**config.mk**
```make
export PLATFORM = sky130hd
export DESIGN_NAME = pmdb_bank
export DESIGN_NICKNAME = d
export VERILOG_FILES = /design/src/pkg/pmdb_pkg.sv /design/src/verilog/pmdb_bank.sv
export VERILOG_INCLUDE_DIRS = /design/src /design/src/pkg
export SDC_FILE = /design/constraint.sdc
export NUM_CORES = 1
export LEC_CHECK = 0
export ABC_AREA = 1
export CAP_MARGIN = 20
export CORE_MARGIN = 1
export CORE_UTILIZATION = 50
export DETAILED_ROUTE_END_ITERATION = 16
export DONT_BUFFER_PORTS = 1
export HOLD_SLACK_MARGIN = 0.02
export PLACE_DENSITY = 0.77
export RECOVER_POWER = 100
export SKIP_LAST_GASP = 1
export SLEW_MARGIN = 20
export SYNTH_ARGS = -nofsm -noshare
export SYNTH_HDL_FRONTEND = slang
export SYNTH_SLANG_ARGS = --single-unit
export TNS_END_PERCENT = 5
```
**constraint.sdc**
```tcl
create_clock -name clk -period 0.8 [get_ports clk]
set_input_delay 0.12 -clock clk [delete_from_list [all_inputs] [get_ports clk]]
set_output_delay 0.12 -clock clk [all_outputs]
set_load 0.05 [all_outputs]
```
**src/pkg/pmdb_cfg.svh**
```systemverilog
// How it works
// RULE1: reference-clock bit 3 set turns output off
// RULE2: reference-clock bit clear means enabled, resets zero
// RULE3: DMA channels three..zero at bits eleven..eight
// RULE4: clear DMA bit enables channel, resets zero
// RULE5: unimplemented bits always read back zero
// RULE6: bit 7 checksum off, bit 3 serial off
// RULE7: disabled peripheral clock-gated and held in reset
`ifndef PMDB_CFG_SVH
`define PMDB_CFG_SVH
`define PMDB_AW 4
`define PMDB_DW 16
`define PMDB_OFS_CRCU 4'h0
`define PMDB_OFS_REFC 4'h1
`define PMDB_OFS_DMA 4'h2
`define PMDB_BIT_CRC 7
`define PMDB_BIT_UART3 3
`define PMDB_BIT_REFO 3
`define PMDB_BIT_DMA0 8
`define PMDB_DMA_CH 4
`define PMDB_MASK_CRCU 16'h0088
`define PMDB_MASK_REFC 16'h0008
`define PMDB_MASK_DMA 16'h0F00
`define PMDB_RESET 16'h0000
// gate pair after reset: clock enabled, reset hold released
`define PMDB_GATE_RESET 2'h2
`endif

```
**src/pkg/pmdb_pkg.sv**
```systemverilog
`include "pmdb_cfg.svh"
`default_nettype none
package pmdb_pkg;
    typedef logic [`PMDB_DW-1:0] pmdb_word_t;
    typedef logic [`PMDB_AW-1:0] pmdb_addr_t;
    // per-peripheral gating pair
    typedef struct packed {
        logic clkEn;
        logic rstHold;
    } pmdb_gate_s;
endpackage
`default_nettype wire

```
**src/verilog/pmdb_bank.sv**
```systemverilog
`include "pmdb_cfg.svh"
`default_nettype none
module pmdb_bank (
    // clock and reset
    input wire logic clk,
    input wire logic sys_rst,
    // register port
    input wire pmdb_pkg::pmdb_addr_t addr,
    input wire pmdb_pkg::pmdb_word_t wrData,
    input wire logic wrStb,
    input wire logic rdStb,
    output var pmdb_pkg::pmdb_word_t rdData,
    // peripheral gating
    output var pmdb_pkg::pmdb_gate_s checksumGate,
    output var pmdb_pkg::pmdb_gate_s serial3Gate,
    output var pmdb_pkg::pmdb_gate_s refClkGate,
    output var pmdb_pkg::pmdb_gate_s [`PMDB_DMA_CH-1:0] dmaGate
);
    import pmdb_pkg::*;

    pmdb_word_t crcuQ, crcuD, refcQ, refcD, dmaQ, dmaD, rdQ, rdD;
    pmdb_gate_s csQ, csD, s3Q, s3D, rcQ, rcD;
    pmdb_gate_s [`PMDB_DMA_CH-1:0] dgQ, dgD;

    // register writes; masks keep unimplemented bits at zero
    always_comb begin
        crcuD = crcuQ;
        refcD = refcQ;
        dmaD = dmaQ;
        if (wrStb) begin
            // RULE6: checksum and serial bits
            if (addr == `PMDB_OFS_CRCU) crcuD = wrData & `PMDB_MASK_CRCU;
            // RULE1: reference clock bit
            if (addr == `PMDB_OFS_REFC) refcD = wrData & `PMDB_MASK_REFC;
            // RULE3: DMA channel bits
            if (addr == `PMDB_OFS_DMA) dmaD = wrData & `PMDB_MASK_DMA;
        end
    end

    // read data valid only the cycle after the strobe
    always_comb begin
        rdD = '0;
        // RULE5: unimplemented reads zero
        if (rdStb) begin
            case (addr)
                `PMDB_OFS_CRCU: rdD = crcuQ;
                `PMDB_OFS_REFC: rdD = refcQ;
                `PMDB_OFS_DMA: rdD = dmaQ;
                default: rdD = '0;
            endcase
        end
    end

    // gating registers from the next-state bits, so it changes in the same cycle as the stored bits
    // RULE7: clock off, reset held
    always_comb begin
        csD.clkEn = !crcuD[`PMDB_BIT_CRC];
        csD.rstHold = crcuD[`PMDB_BIT_CRC];
        s3D.clkEn = !crcuD[`PMDB_BIT_UART3];
        s3D.rstHold = crcuD[`PMDB_BIT_UART3];
        // RULE2: clear bit enables
        rcD.clkEn = !refcD[`PMDB_BIT_REFO];
        rcD.rstHold = refcD[`PMDB_BIT_REFO];
    end

    // RULE4: per-channel enable
    for (genvar i = 0; i < `PMDB_DMA_CH; i++) begin : g_dma
        assign dgD[i].clkEn = !dmaD[`PMDB_BIT_DMA0+i];
        assign dgD[i].rstHold = dmaD[`PMDB_BIT_DMA0+i];
    end

    // RULE2: reset clears every register bit; gates load clock enabled
    always_ff @(posedge clk or posedge sys_rst) begin
        if (sys_rst) begin
            crcuQ <= `PMDB_RESET;
            refcQ <= `PMDB_RESET;
            dmaQ <= `PMDB_RESET;
            rdQ <= '0;
            // every module starts enabled, nothing held in reset
            csQ <= `PMDB_GATE_RESET;
            s3Q <= `PMDB_GATE_RESET;
            rcQ <= `PMDB_GATE_RESET;
            dgQ <= {`PMDB_DMA_CH{`PMDB_GATE_RESET}};
        end else begin
            crcuQ <= crcuD;
            refcQ <= refcD;
            dmaQ <= dmaD;
            rdQ <= rdD;
            csQ <= csD;
            s3Q <= s3D;
            rcQ <= rcD;
            dgQ <= dgD;
        end
    end

    assign rdData = rdQ;
    assign checksumGate = csQ;
    assign serial3Gate = s3Q;
    assign refClkGate = rcQ;
    assign dmaGate = dgQ;

    // assertions; gates are checked on the outputs, not on the stored bits,
    // so a broken output register is caught as well as a broken decode

    // RULE1: set bit gates ref clock
    a_refclk_write_off: assert property ( // RULE1
        @(posedge clk) disable iff (sys_rst)
        wrStb && addr == `PMDB_OFS_REFC && wrData[`PMDB_BIT_REFO]
        |=> refClkGate.rstHold && !refClkGate.clkEn)
        else $error("ref clock not disabled");

    // RULE2: clear bit enables ref clock
    a_refclk_clear_on: assert property ( // RULE2
        @(posedge clk) disable iff (sys_rst)
        !refcQ[`PMDB_BIT_REFO]
        |-> refClkGate.clkEn && !refClkGate.rstHold)
        else $error("ref clock not enabled");

    // RULE2: clearing write enables ref clock
    a_refclk_write_on: assert property ( // RULE2
        @(posedge clk) disable iff (sys_rst)
        wrStb && addr == `PMDB_OFS_REFC && !wrData[`PMDB_BIT_REFO]
        |=> refClkGate.clkEn && !refClkGate.rstHold)
        else $error("ref clock not re-enabled");

    // RULE2: ref clock gate holds without write
    a_refclk_hold: assert property ( // RULE2
        @(posedge clk) disable iff (sys_rst)
        !(wrStb && addr == `PMDB_OFS_REFC)
        |=> $stable(refClkGate))
        else $error("ref clock gate changed without write");

    // RULE3: channel 3 at bit 11
    a_dma_ch3_off: assert property ( // RULE3
        @(posedge clk) disable iff (sys_rst)
        wrStb && addr == `PMDB_OFS_DMA
        |=> dmaGate[3].rstHold == $past(wrData[11]))
        else $error("dma channel 3 gate wrong");

    // RULE3: channel 2 at bit 10
    a_dma_ch2_off: assert property ( // RULE3
        @(posedge clk) disable iff (sys_rst)
        wrStb && addr == `PMDB_OFS_DMA
        |=> dmaGate[2].rstHold == $past(wrData[10]))
        else $error("dma channel 2 gate wrong");

    // RULE3: channel 1 at bit 9
    a_dma_ch1_off: assert property ( // RULE3
        @(posedge clk) disable iff (sys_rst)
        wrStb && addr == `PMDB_OFS_DMA
        |=> dmaGate[1].rstHold == $past(wrData[9]))
        else $error("dma channel 1 gate wrong");

    // RULE3: channel 0 at bit 8
    a_dma_ch0_off: assert property ( // RULE3
        @(posedge clk) disable iff (sys_rst)
        wrStb && addr == `PMDB_OFS_DMA
        |=> dmaGate[0].rstHold == $past(wrData[8]))
        else $error("dma channel 0 gate wrong");

    // RULE4: clear bit enables channel 0
    a_dma_ch0_on: assert property ( // RULE4
        @(posedge clk) disable iff (sys_rst)
        wrStb && addr == `PMDB_OFS_DMA && !wrData[8]
        |=> dmaGate[0].clkEn)
        else $error("dma channel 0 not enabled");

    // RULE4: dma gates hold without write
    a_dma_hold: assert property ( // RULE4
        @(posedge clk) disable iff (sys_rst)
        !(wrStb && addr == `PMDB_OFS_DMA)
        |=> $stable(dmaGate))
        else $error("dma gate changed without write");

    // RULE5: ref clock spare bits read zero
    a_unimpl_zero: assert property ( // RULE5
        @(posedge clk) disable iff (sys_rst)
        rdStb && addr == `PMDB_OFS_REFC
        |=> rdData[2:0] == 3'h0 && rdData[15:4] == 12'h000)
        else $error("unimplemented bits not zero");

    // RULE5: spare checksum bits stay zero
    a_crc_spare_zero: assert property ( // RULE5
        @(posedge clk) disable iff (sys_rst)
        (crcuQ & ~`PMDB_MASK_CRCU) == 16'h0000)
        else $error("checksum register spare bit set");

    // RULE5: spare dma bits stay zero
    a_dma_spare_zero: assert property ( // RULE5
        @(posedge clk) disable iff (sys_rst)
        (dmaQ & ~`PMDB_MASK_DMA) == 16'h0000)
        else $error("dma register spare bit set");

    // RULE5: spare ref clock bits stay zero
    a_refc_spare_zero: assert property ( // RULE5
        @(posedge clk) disable iff (sys_rst)
        (refcQ & ~`PMDB_MASK_REFC) == 16'h0000)
        else $error("ref clock register spare bit set");

    // RULE5: unmapped index reads zero
    a_unmapped_read: assert property ( // RULE5
        @(posedge clk) disable iff (sys_rst)
        rdStb && addr > `PMDB_OFS_DMA
        |=> rdData == 16'h0000)
        else $error("unmapped read not zero");

    // RULE5: no strobe, read data zero
    a_idle_read_zero: assert property ( // RULE5
        @(posedge clk) disable iff (sys_rst)
        !rdStb
        |=> rdData == 16'h0000)
        else $error("read data without strobe");

    // RULE6: checksum bit 7, serial bit 3
    a_crc_bit_off: assert property ( // RULE6
        @(posedge clk) disable iff (sys_rst)
        wrStb && addr == `PMDB_OFS_CRCU
        |=> checksumGate.rstHold == $past(wrData[7])
        && serial3Gate.rstHold == $past(wrData[3]))
        else $error("checksum or serial gate wrong");

    // RULE6: checksum gates hold without write
    a_crc_hold: assert property ( // RULE6
        @(posedge clk) disable iff (sys_rst)
        !(wrStb && addr == `PMDB_OFS_CRCU)
        |=> $stable(checksumGate) && $stable(serial3Gate))
        else $error("checksum gate changed without write");

    // RULE7: checksum clock and reset paired
    a_gate_pair: assert property ( // RULE7
        @(posedge clk) disable iff (sys_rst)
        checksumGate.clkEn != checksumGate.rstHold)
        else $error("gate pair inconsistent");

    // RULE7: serial and ref clock paired
    a_serial_ref_pair: assert property ( // RULE7
        @(posedge clk) disable iff (sys_rst)
        serial3Gate.clkEn != serial3Gate.rstHold
        && refClkGate.clkEn != refClkGate.rstHold)
        else $error("serial or ref clock pair inconsistent");

    // RULE7: dma channel 0 and 3 gates paired
    a_dma_pair: assert property ( // RULE7
        @(posedge clk) disable iff (sys_rst)
        dmaGate[0].clkEn != dmaGate[0].rstHold
        && dmaGate[3].clkEn != dmaGate[3].rstHold)
        else $error("dma pair inconsistent");

    // RULE3: back-to-back write then read
    a_read_back: assert property ( // RULE3
        @(posedge clk) disable iff (sys_rst)
        wrStb && addr == `PMDB_OFS_DMA ##1 rdStb && addr == `PMDB_OFS_DMA
        |=> rdData == ($past(wrData, 2) & `PMDB_MASK_DMA))
        else $error("dma readback wrong");
endmodule // pmdb_bank
`default_nettype wire

```
Word level (Yosys, flattened, before mapping) --
Index checks and enable logic that the tools add are counted.
Word-level totals: bits in registers 36, output and inout port bits 30, input port bits 24
Cells by class: muxes and demuxes 8, reduce and logical (&&, ||, !) cells 8, equality and inequality tests 2
Operators with widths (number):
- $mux 12 | 3
- $pmux 12 s3 | 1
- $mux 8 | 2
- $mux 4 | 2
- $logic_not 1->1 | 7
- $eq 4x1->1 const B | 1
- $eq 4x2->1 const B | 1
- $logic_not 4->1 | 1

Depth between registers and ports, before layout --
Gate-level depths: netlist of the first run.
word-level depth 4, depth in mapped cells 6

Worst setup path before layout of the first run --
No wires, ideal clock.
path kind register to register, from reg dmaQ[10], to reg rdQ[10] (netlist: rdData[10]), setup slack -0.196 ns, arrival time 0.909 ns, cell stages (with the launch flop) 3, path buffers 0, setup time 0.086 ns, cell sequence dfrtp_1 inv_1 nor3_1
On the way: word-level cells in the longest chain between the ends 2
RTL lines:
- start: declaration | RTL line pmdb_bank.sv:21 | pmdb_word_t crcuQ, crcuD, refcQ, refcD, dmaQ, dmaD, rdQ, rdD;
- start signal: assignment | RTL line pmdb_bank.sv:77 | dmaQ <= `PMDB_RESET;
- start signal: assignment | RTL line pmdb_bank.sv:87 | dmaQ <= dmaD;
- $pmux 12 s3 | RTL line pmdb_bank.sv:45 | case (addr)
- $mux 12 | RTL line pmdb_bank.sv:44 | if (rdStb) begin
- via rdD[10] | RTL line pmdb_bank.sv:21
- end signal: assignment | RTL line pmdb_bank.sv:88 | rdQ <= rdD;
- end: declaration | RTL line pmdb_bank.sv:21
The timed path passes the listed nets, and every way through them passes these cells.

Final worst setup path of the first run --
from reg dgQ (netlist bit dmaGate[1]), to out dmaGate[1] (netlist bit)
RTL lines:
- start: declaration | RTL line pmdb_bank.sv:23 | pmdb_gate_s [`PMDB_DMA_CH-1:0] dgQ, dgD;
- start signal: assignment | RTL line pmdb_bank.sv:83 | dgQ <= {`PMDB_DMA_CH{`PMDB_GATE_RESET}};
- start signal: assignment | RTL line pmdb_bank.sv:92 | dgQ <= dgD;
- end: declaration | RTL line pmdb_bank.sv:17 | output var pmdb_pkg::pmdb_gate_s [`PMDB_DMA_CH-1:0] dmaGate
No word-level cell between the ends.

==> results_dict.tcl, run 1 <==
set metrics [dict create \
    status "complete, but fails checks" \
    violations "negative hold slack, negative setup slack" \
    min_path_cells 3 \
    drc 0 \
    vias 656 \
    synthSimpleGateAreaFrac 0.177 \
    dieArea_um2 2030 \
    firstDrtPassIters 4 \
    synthXorXnorAreaFrac 0 \
    syn_inst 94 \
    grt_setup_unrepaired "yes" \
    avgViaCountPerCell 4.49 \
    setup_viol_count_final 21 \
    reg2reg_to "refClkGate[0]$_DFF_PP0_" \
    grt_pass1_wl_um 2600 \
    ff2ff_path_depth 4 \
    finalCriticalPeriod_ps 1120 \
    worstReg2RegStart "refClkGate[0]$_DFF_PP0_" \
    post-synth-top-area-cell "dfrtp_1" \
    yosys_register_bits 20 \
    drt_iter0_drc 12 \
    synth_area_um2 926 \
    rows 15 \
    arrival_ps 1000 \
    grt_usage 0.185 \
    cts-root-buf "clkbuf_4" \
    antenna_found_initial 0 \
    core_area_um2 1730 \
    numCtsBuffers 3 \
    path_class "reg -> out" \
    synthTopCellsByArea "dfrtp_1 (35%), dfstp_2 (20%), buf_4 (8.1%)" \
    synth_top_family_by_area "simple AND/OR/NAND/NOR gates" \
    totalPowerFinal_mw 3.01 \
    ctsResizeCount 0 \
    clock_sinks 20 \
    final_layout_size_suffix_gt1_frac 0.347 \
    finalMaxSlewViolations 0 \
    worst_hold_slack_ps -4.66 \
    p_leak_nw 0.607 \
    fin_nets 146 \
    synth_top_area_frac 0.351 \
    syn2layout_area_growth_pct 31.9 \
    initial_core_util 0.536 \
    powerDensity_nw_per_um2 2470 \
    vdd_drop_max_mv 1.58 \
    cts_tree "done" \
    fmax_ghz 0.897 \
    clkSlewWorstSetupHoldPaths_ps 110 \
    post-cts-setup-buffers 0 \
    ys_warn_count 0 \
    cts_buffer_depth 2 \
    finClkSkew_ps 4.77 \
    synth_most_common_cell "inv_1" \
    nFillCells 136 \
    htree_num_levels 1 \
    die_h_um 45.0 \
    routedWlPerCell_um 11.0 \
    max-cap-violations 0 \
    min_to "refClkGate[1]$_DFF_PP1_" \
    period_share 1.39 \
    cp-end-kind "output pin" \
    dp.final_hpwl_um 1230 \
    n_antenna_cell 0 \
    io_pins 54 \
    synthDistinctLibCells 19 \
    crit_fanout 1 \
    yosys.area_share.adder 0 \
    drt_wl_total_um 1610 \
    synthTopCellsByCount "inv_1 (18), dfrtp_1 (13), nand2_1 (13)" \
    ant_nets 0 \
    synth-compound-area-share 0.103 \
    yosys-mux-area-fraction 0 \
    overflow 0 \
    critPathLaunchType "register" \
    worstSkewPairLatency_ps 290 \
    grt_max_degree 21 \
    grt_pass1_vias 587 \
    die_w_um 45.0 \
    ys_seq_area_frac 0.550 \
    synth_ff_type "dfrtp_1" \
    min_path_type "in -> reg" \
    min_from "addr[2]" \
    portBuffers 0 \
    synth_edf_count 0 \
    post-place-ws_ps -47.5 \
    rrSetupSlack_ps 50 \
    hold_buffers 8 \
    synth_area_per_cell_um2 9.85 \
    worstPathRequired_ps 680 \
    setup_ws_ps -315 \
    hold_viol_final 1 \
    gp_congestion 0.713 \
    async_flop_share 1.00 \
]
[worst max path at each step]
| stage | startpoint | to | cells past startpoint |
|---|---|---|---|
| after global routing | dmaGate[7]$_DFF_PP1_ | dmaGate[7] | 0 |
| after floorplan | dmaQ[10]$_DFF_PP0_ | rdData[10]$_DFF_PP0_ | 2 |
| after global placement | addr[1] | dmaQ[11]$_DFF_PP0_ | 5 |
| final | dmaGate[1]$_DFF_PP1_ | dmaGate[1] | 0 |
| after detailed placement | addr[1] | dmaQ[11]$_DFF_PP0_ | 5 |
| after CTS | dmaGate[1]$_DFF_PP1_ | dmaGate[1] | 0 |
[stage by stage]
step / utilization / TNS, ps / instances / cell area (um2) / hold WS (ps)
finish: 0.707 / -4880 / 146 / 1220 / -4.66
global route: 0.707 / -5880 / 146 / 1220 / -26.3
CTS: 0.721 / -5040 / 146 / 1240 / -14.9
detailed placement: 0.654 / -124 / 134 / 1130 / 47.0
global placement: 0.654 / -22.3 / 134 / 1130 / 44.5
floorplan: - / -246 / 103 / 968 / 78.2
[cell families after synthesis]
| kind of cell | count (synthesis) |
|---|---|
| AND/OR/NAND/NOR | 31 |
| AO/OA/AOI/OAI | 13 |
| flip-flops | 20 |
| other | 1 |
| buffers and inverters | 29 |
[flip-flops by register name, summed over array words and instances (netlist names)]
| signal | flops |
|---|---|
| refClkGate | 2 |
| checksumGate | 1 |
| dmaQ | 4 |
| crcuQ | 2 |
| serial3Gate | 1 |
| dmaGate | 4 |
| rdData | 6 |
[timing repair]
action,in CTS,in global routing
setup endpoints to repair,20,22
gates cloned,0,0
hold endpoints to repair,33,1
[layer usage]
layer	track usage	up-vias	wire length [um]
met5	0	-	0
met4	0.0909	0	14
met2	0.310	25	828
li1	-	322	-
met3	0.0600	2	98
met1	0.211	307	672
[power by group]
group          internal (mW)  switching [mW]  total, mW
clock network          0.277           0.300      0.577
logic                  0.259           0.579      0.837
registers               1.23           0.366       1.60
[layout make-up]
class,count,area (um2),share of cell area
multi-input cells,54,277,0.226
flip-flops and latches,20,517,0.423
well taps,25,31.3,0.0256
inverters,18,67.6,0.0553
clock buffers,4,36.3,0.0297
repair buffers,25,293,0.240
[cells in the final DEF, fill, tap and decap left out]
| master | instances |
|---|---|
| inv_1 | 18 |
| nand2_1 | 15 |
| conb_1 | 10 |
| buf_4 | 9 |
| o21ai_0 | 8 |
| dlygate4sd3_1 | 8 |
| dfstp_2 | 7 |
| dfrtp_1 | 7 |
| buf_12 | 7 |
| dfrtp_2 | 6 |
| o21ai_2 | 4 |
| nand3_1 | 4 |
| nor3_1 | 4 |
| nor2_1 | 3 |
| clkbuf_4 | 3 |
| nor2_2 | 1 |
| nor2_4 | 1 |
| nand3_4 | 1 |
| nand3_2 | 1 |
| nand4_1 | 1 |
| a21oi_1 | 1 |
| clkbuf_8 | 1 |
| clkbuf_2 | 1 |
(Power assumes the default switching activity.)
==> inputs of run 2 (changes only) <==
--- a/config.mk
+++ b/config.mk
@@ -7,13 +7,13 @@
 export NUM_CORES = 1
 export LEC_CHECK = 0
 export ABC_AREA = 1
+export BUFFER_PORTS_ARGS = -buffer_cell sky130_fd_sc_hd__buf_4
 export CAP_MARGIN = 20
 export CORE_MARGIN = 1
-export CORE_UTILIZATION = 50
+export CORE_UTILIZATION = 38
 export DETAILED_ROUTE_END_ITERATION = 16
-export DONT_BUFFER_PORTS = 1
 export HOLD_SLACK_MARGIN = 0.02
-export PLACE_DENSITY = 0.77
+export PLACE_DENSITY = 0.83
 export RECOVER_POWER = 100
 export SKIP_LAST_GASP = 1
 export SLEW_MARGIN = 20
==> results_dict.tcl, run 2 (synthesis gave the netlist of run 1 again) <==
set metrics [dict create \
    final_layout_size_suffix_gt1_frac 0.453 \
    clkPwrFrac 0.231 \
    cts-root-buf "clkbuf_4" \
    ff2ff_path_depth 3 \
    n_antenna_cell 0 \
    powerDensity_nw_per_um2 2610 \
    worstReg2RegStart "dmaQ[11]$_DFF_PP0_" \
    crit_family "flip-flops" \
    dp.cells 156 \
    vias 754 \
    min_from "wrData[3]" \
    layout_commonest_cell "buf_4" \
    overflow 0 \
    min_to "refClkGate[1]$_DFF_PP1_" \
    crit_buf_inv 1 \
    period_share 1.38 \
    violations "negative setup slack" \
    setup_viol_count_final 21 \
    portBuffers 33 \
    crit_fanout 1 \
    gp_congestion 0.784 \
    die_h_um 51.4 \
    firstDrtPassIters 4 \
    setup_ws_ps -304 \
    critPathLaunchType "register" \
    grt_pass1_vias 737 \
    syn2layout_area_growth_pct 42.7 \
    p_leak_nw 0.679 \
    grt_pass1_wl_um 3100 \
    finClkSkew_ps 2.74 \
    cts_tree "done" \
    post-cts-setup-buffers 0 \
    sw_frac_of_total 0.379 \
    clock_sinks 20 \
    htree_num_levels 1 \
    grt_setup_unrepaired "yes" \
    switchingPower_mw 1.31 \
    hold_viol_final 0 \
    fin_cells 167 \
    path_class "reg -> out" \
    routedWlPerCell_um 11.2 \
    layout_common_cells "buf_4 (22), inv_1 (18), nand2_1 (13)" \
    core_area_um2 2250 \
    max-cap-violations 0 \
    io_pins 54 \
    cts_buffer_depth 2 \
    rows 17 \
    clkSlewWorstSetupHoldPaths_ps 110 \
    nFillCells 199 \
    cpMaxStageDelayCell "dfstp_2" \
    arrival_ps 980 \
    drc 0 \
    reg2reg_to "dmaGate[7]$_DFF_PP1_" \
    largest_reg_flops 6 \
    combPwrFrac 0.382 \
    drt_iter0_drc 19 \
    avgViaCountPerCell 4.51 \
    p_seq_frac 0.387 \
    grt_usage 0.162 \
    grt_max_degree 21 \
    worstSkewPairLatency_ps 290 \
    die_w_um 51.4 \
    fmax_ghz 0.906 \
    vdd_drop_max_mv 1.29 \
    fin_nets 164 \
    status "complete, but fails checks" \
    post-place-ws_ps -157 \
    antenna_found_initial 0 \
    min_path_type "in -> reg" \
    drt_wl_total_um 1870 \
    dieArea_um2 2640 \
    cp_cell_sequence "buf_8" \
    p_int_mw 2.14 \
    numCtsBuffers 3 \
    dp.final_hpwl_um 1380 \
    initial_core_util 0.411 \
    cp-end-kind "output pin" \
    worstPathRequired_ps 680 \
    min_path_cells 4 \
    rrSetupSlack_ps 0 \
    finalCriticalPeriod_ps 1100 \
    max_stage_delay_ps 550 \
    finalMaxSlewViolations 0 \
    ant_nets 0 \
]
## run 2: changes by cell type in the layout (fill, tap and decap cells not counted), sizes merged
cell / change
dlygate4sd3: -1
bufinv: +1
clkbuf: +5
buf: +13
## run 2: metrics by stage
step	power (mW)	TNS, ps	area (um2)	utilization	hold slack [ps]
global route	3.63	-5910	1320	0.586	101
finish	3.45	-4810	1320	0.586	97.5
floorplan	2.25	-246	968	-	78.2
global placement	2.55	-1500	1190	0.527	161
detailed placement	2.58	-2200	1190	0.527	160
CTS	3.49	-5090	1340	0.594	94.5
## run 2: final cells by class
type / instances / area [um2] / share of cell area
inverter: 18 / 67.6 / 0.0511
timing repair buffer: 43 / 355 / 0.269
clock buffer: 3 / 22.5 / 0.0170
tap: 28 / 35.0 / 0.0265
sequential: 20 / 518 / 0.392
clock inverter: 1 / 30.0 / 0.0227
multi-input combinational: 54 / 293 / 0.222
## run 2: worst max-delay path by stage
stage / slack [ps] / start / depth (start not counted) / to
floorplan: -50 / dmaQ[10]$_DFF_PP0_ / 2 / rdData[10]$_DFF_PP0_
global placement: -130 / addr[3] / 5 / dmaQ[11]$_DFF_PP0_
detailed placement: -160 / addr[0] / 5 / dmaQ[11]$_DFF_PP0_
CTS: -320 / dmaGate[3]$_DFF_PP1_ / 1 / dmaGate[3]
global route: -360 / dmaGate[3]$_DFF_PP1_ / 1 / dmaGate[3]
finish: -300 / dmaGate[3]$_DFF_PP1_ / 1 / dmaGate[3]
## run 2: worst register-to-register path: stages (launching register included)
cell and delay, ps:
dfrtp_2 430, inv_1 90, nand2_1 70, o21ai_1 130
## run 2: what timing repair did
item	in CTS	in global routing
pin swaps	0	0
endpoints found under the setup margin	20	23
hold buffers	7	0
resized for setup	8	0
hold endpoints to repair	19	0
## run 2: power by group through the flow
| stage | Clock, mW | Sequential [mW] | Combinational, mW |
|---|---|---|---|
| after floorplan | 0 | 1.87 | 0.376 |
| after global placement | 0 | 1.33 | 1.23 |
| after detailed placement | 0 | 1.33 | 1.25 |
| after CTS | 0.820 | 1.33 | 1.34 |
| after global routing | 0.883 | 1.35 | 1.40 |
| final | 0.795 | 1.33 | 1.32 |
## run 2: layer usage
metal,vias to the layer above,share of wire,track usage
li1,360,-,-
met4,0,0.015,0.0901
met3,4,0.052,0.0298
met2,29,0.55,0.284
met5,-,0,0
met1,361,0.39,0.184
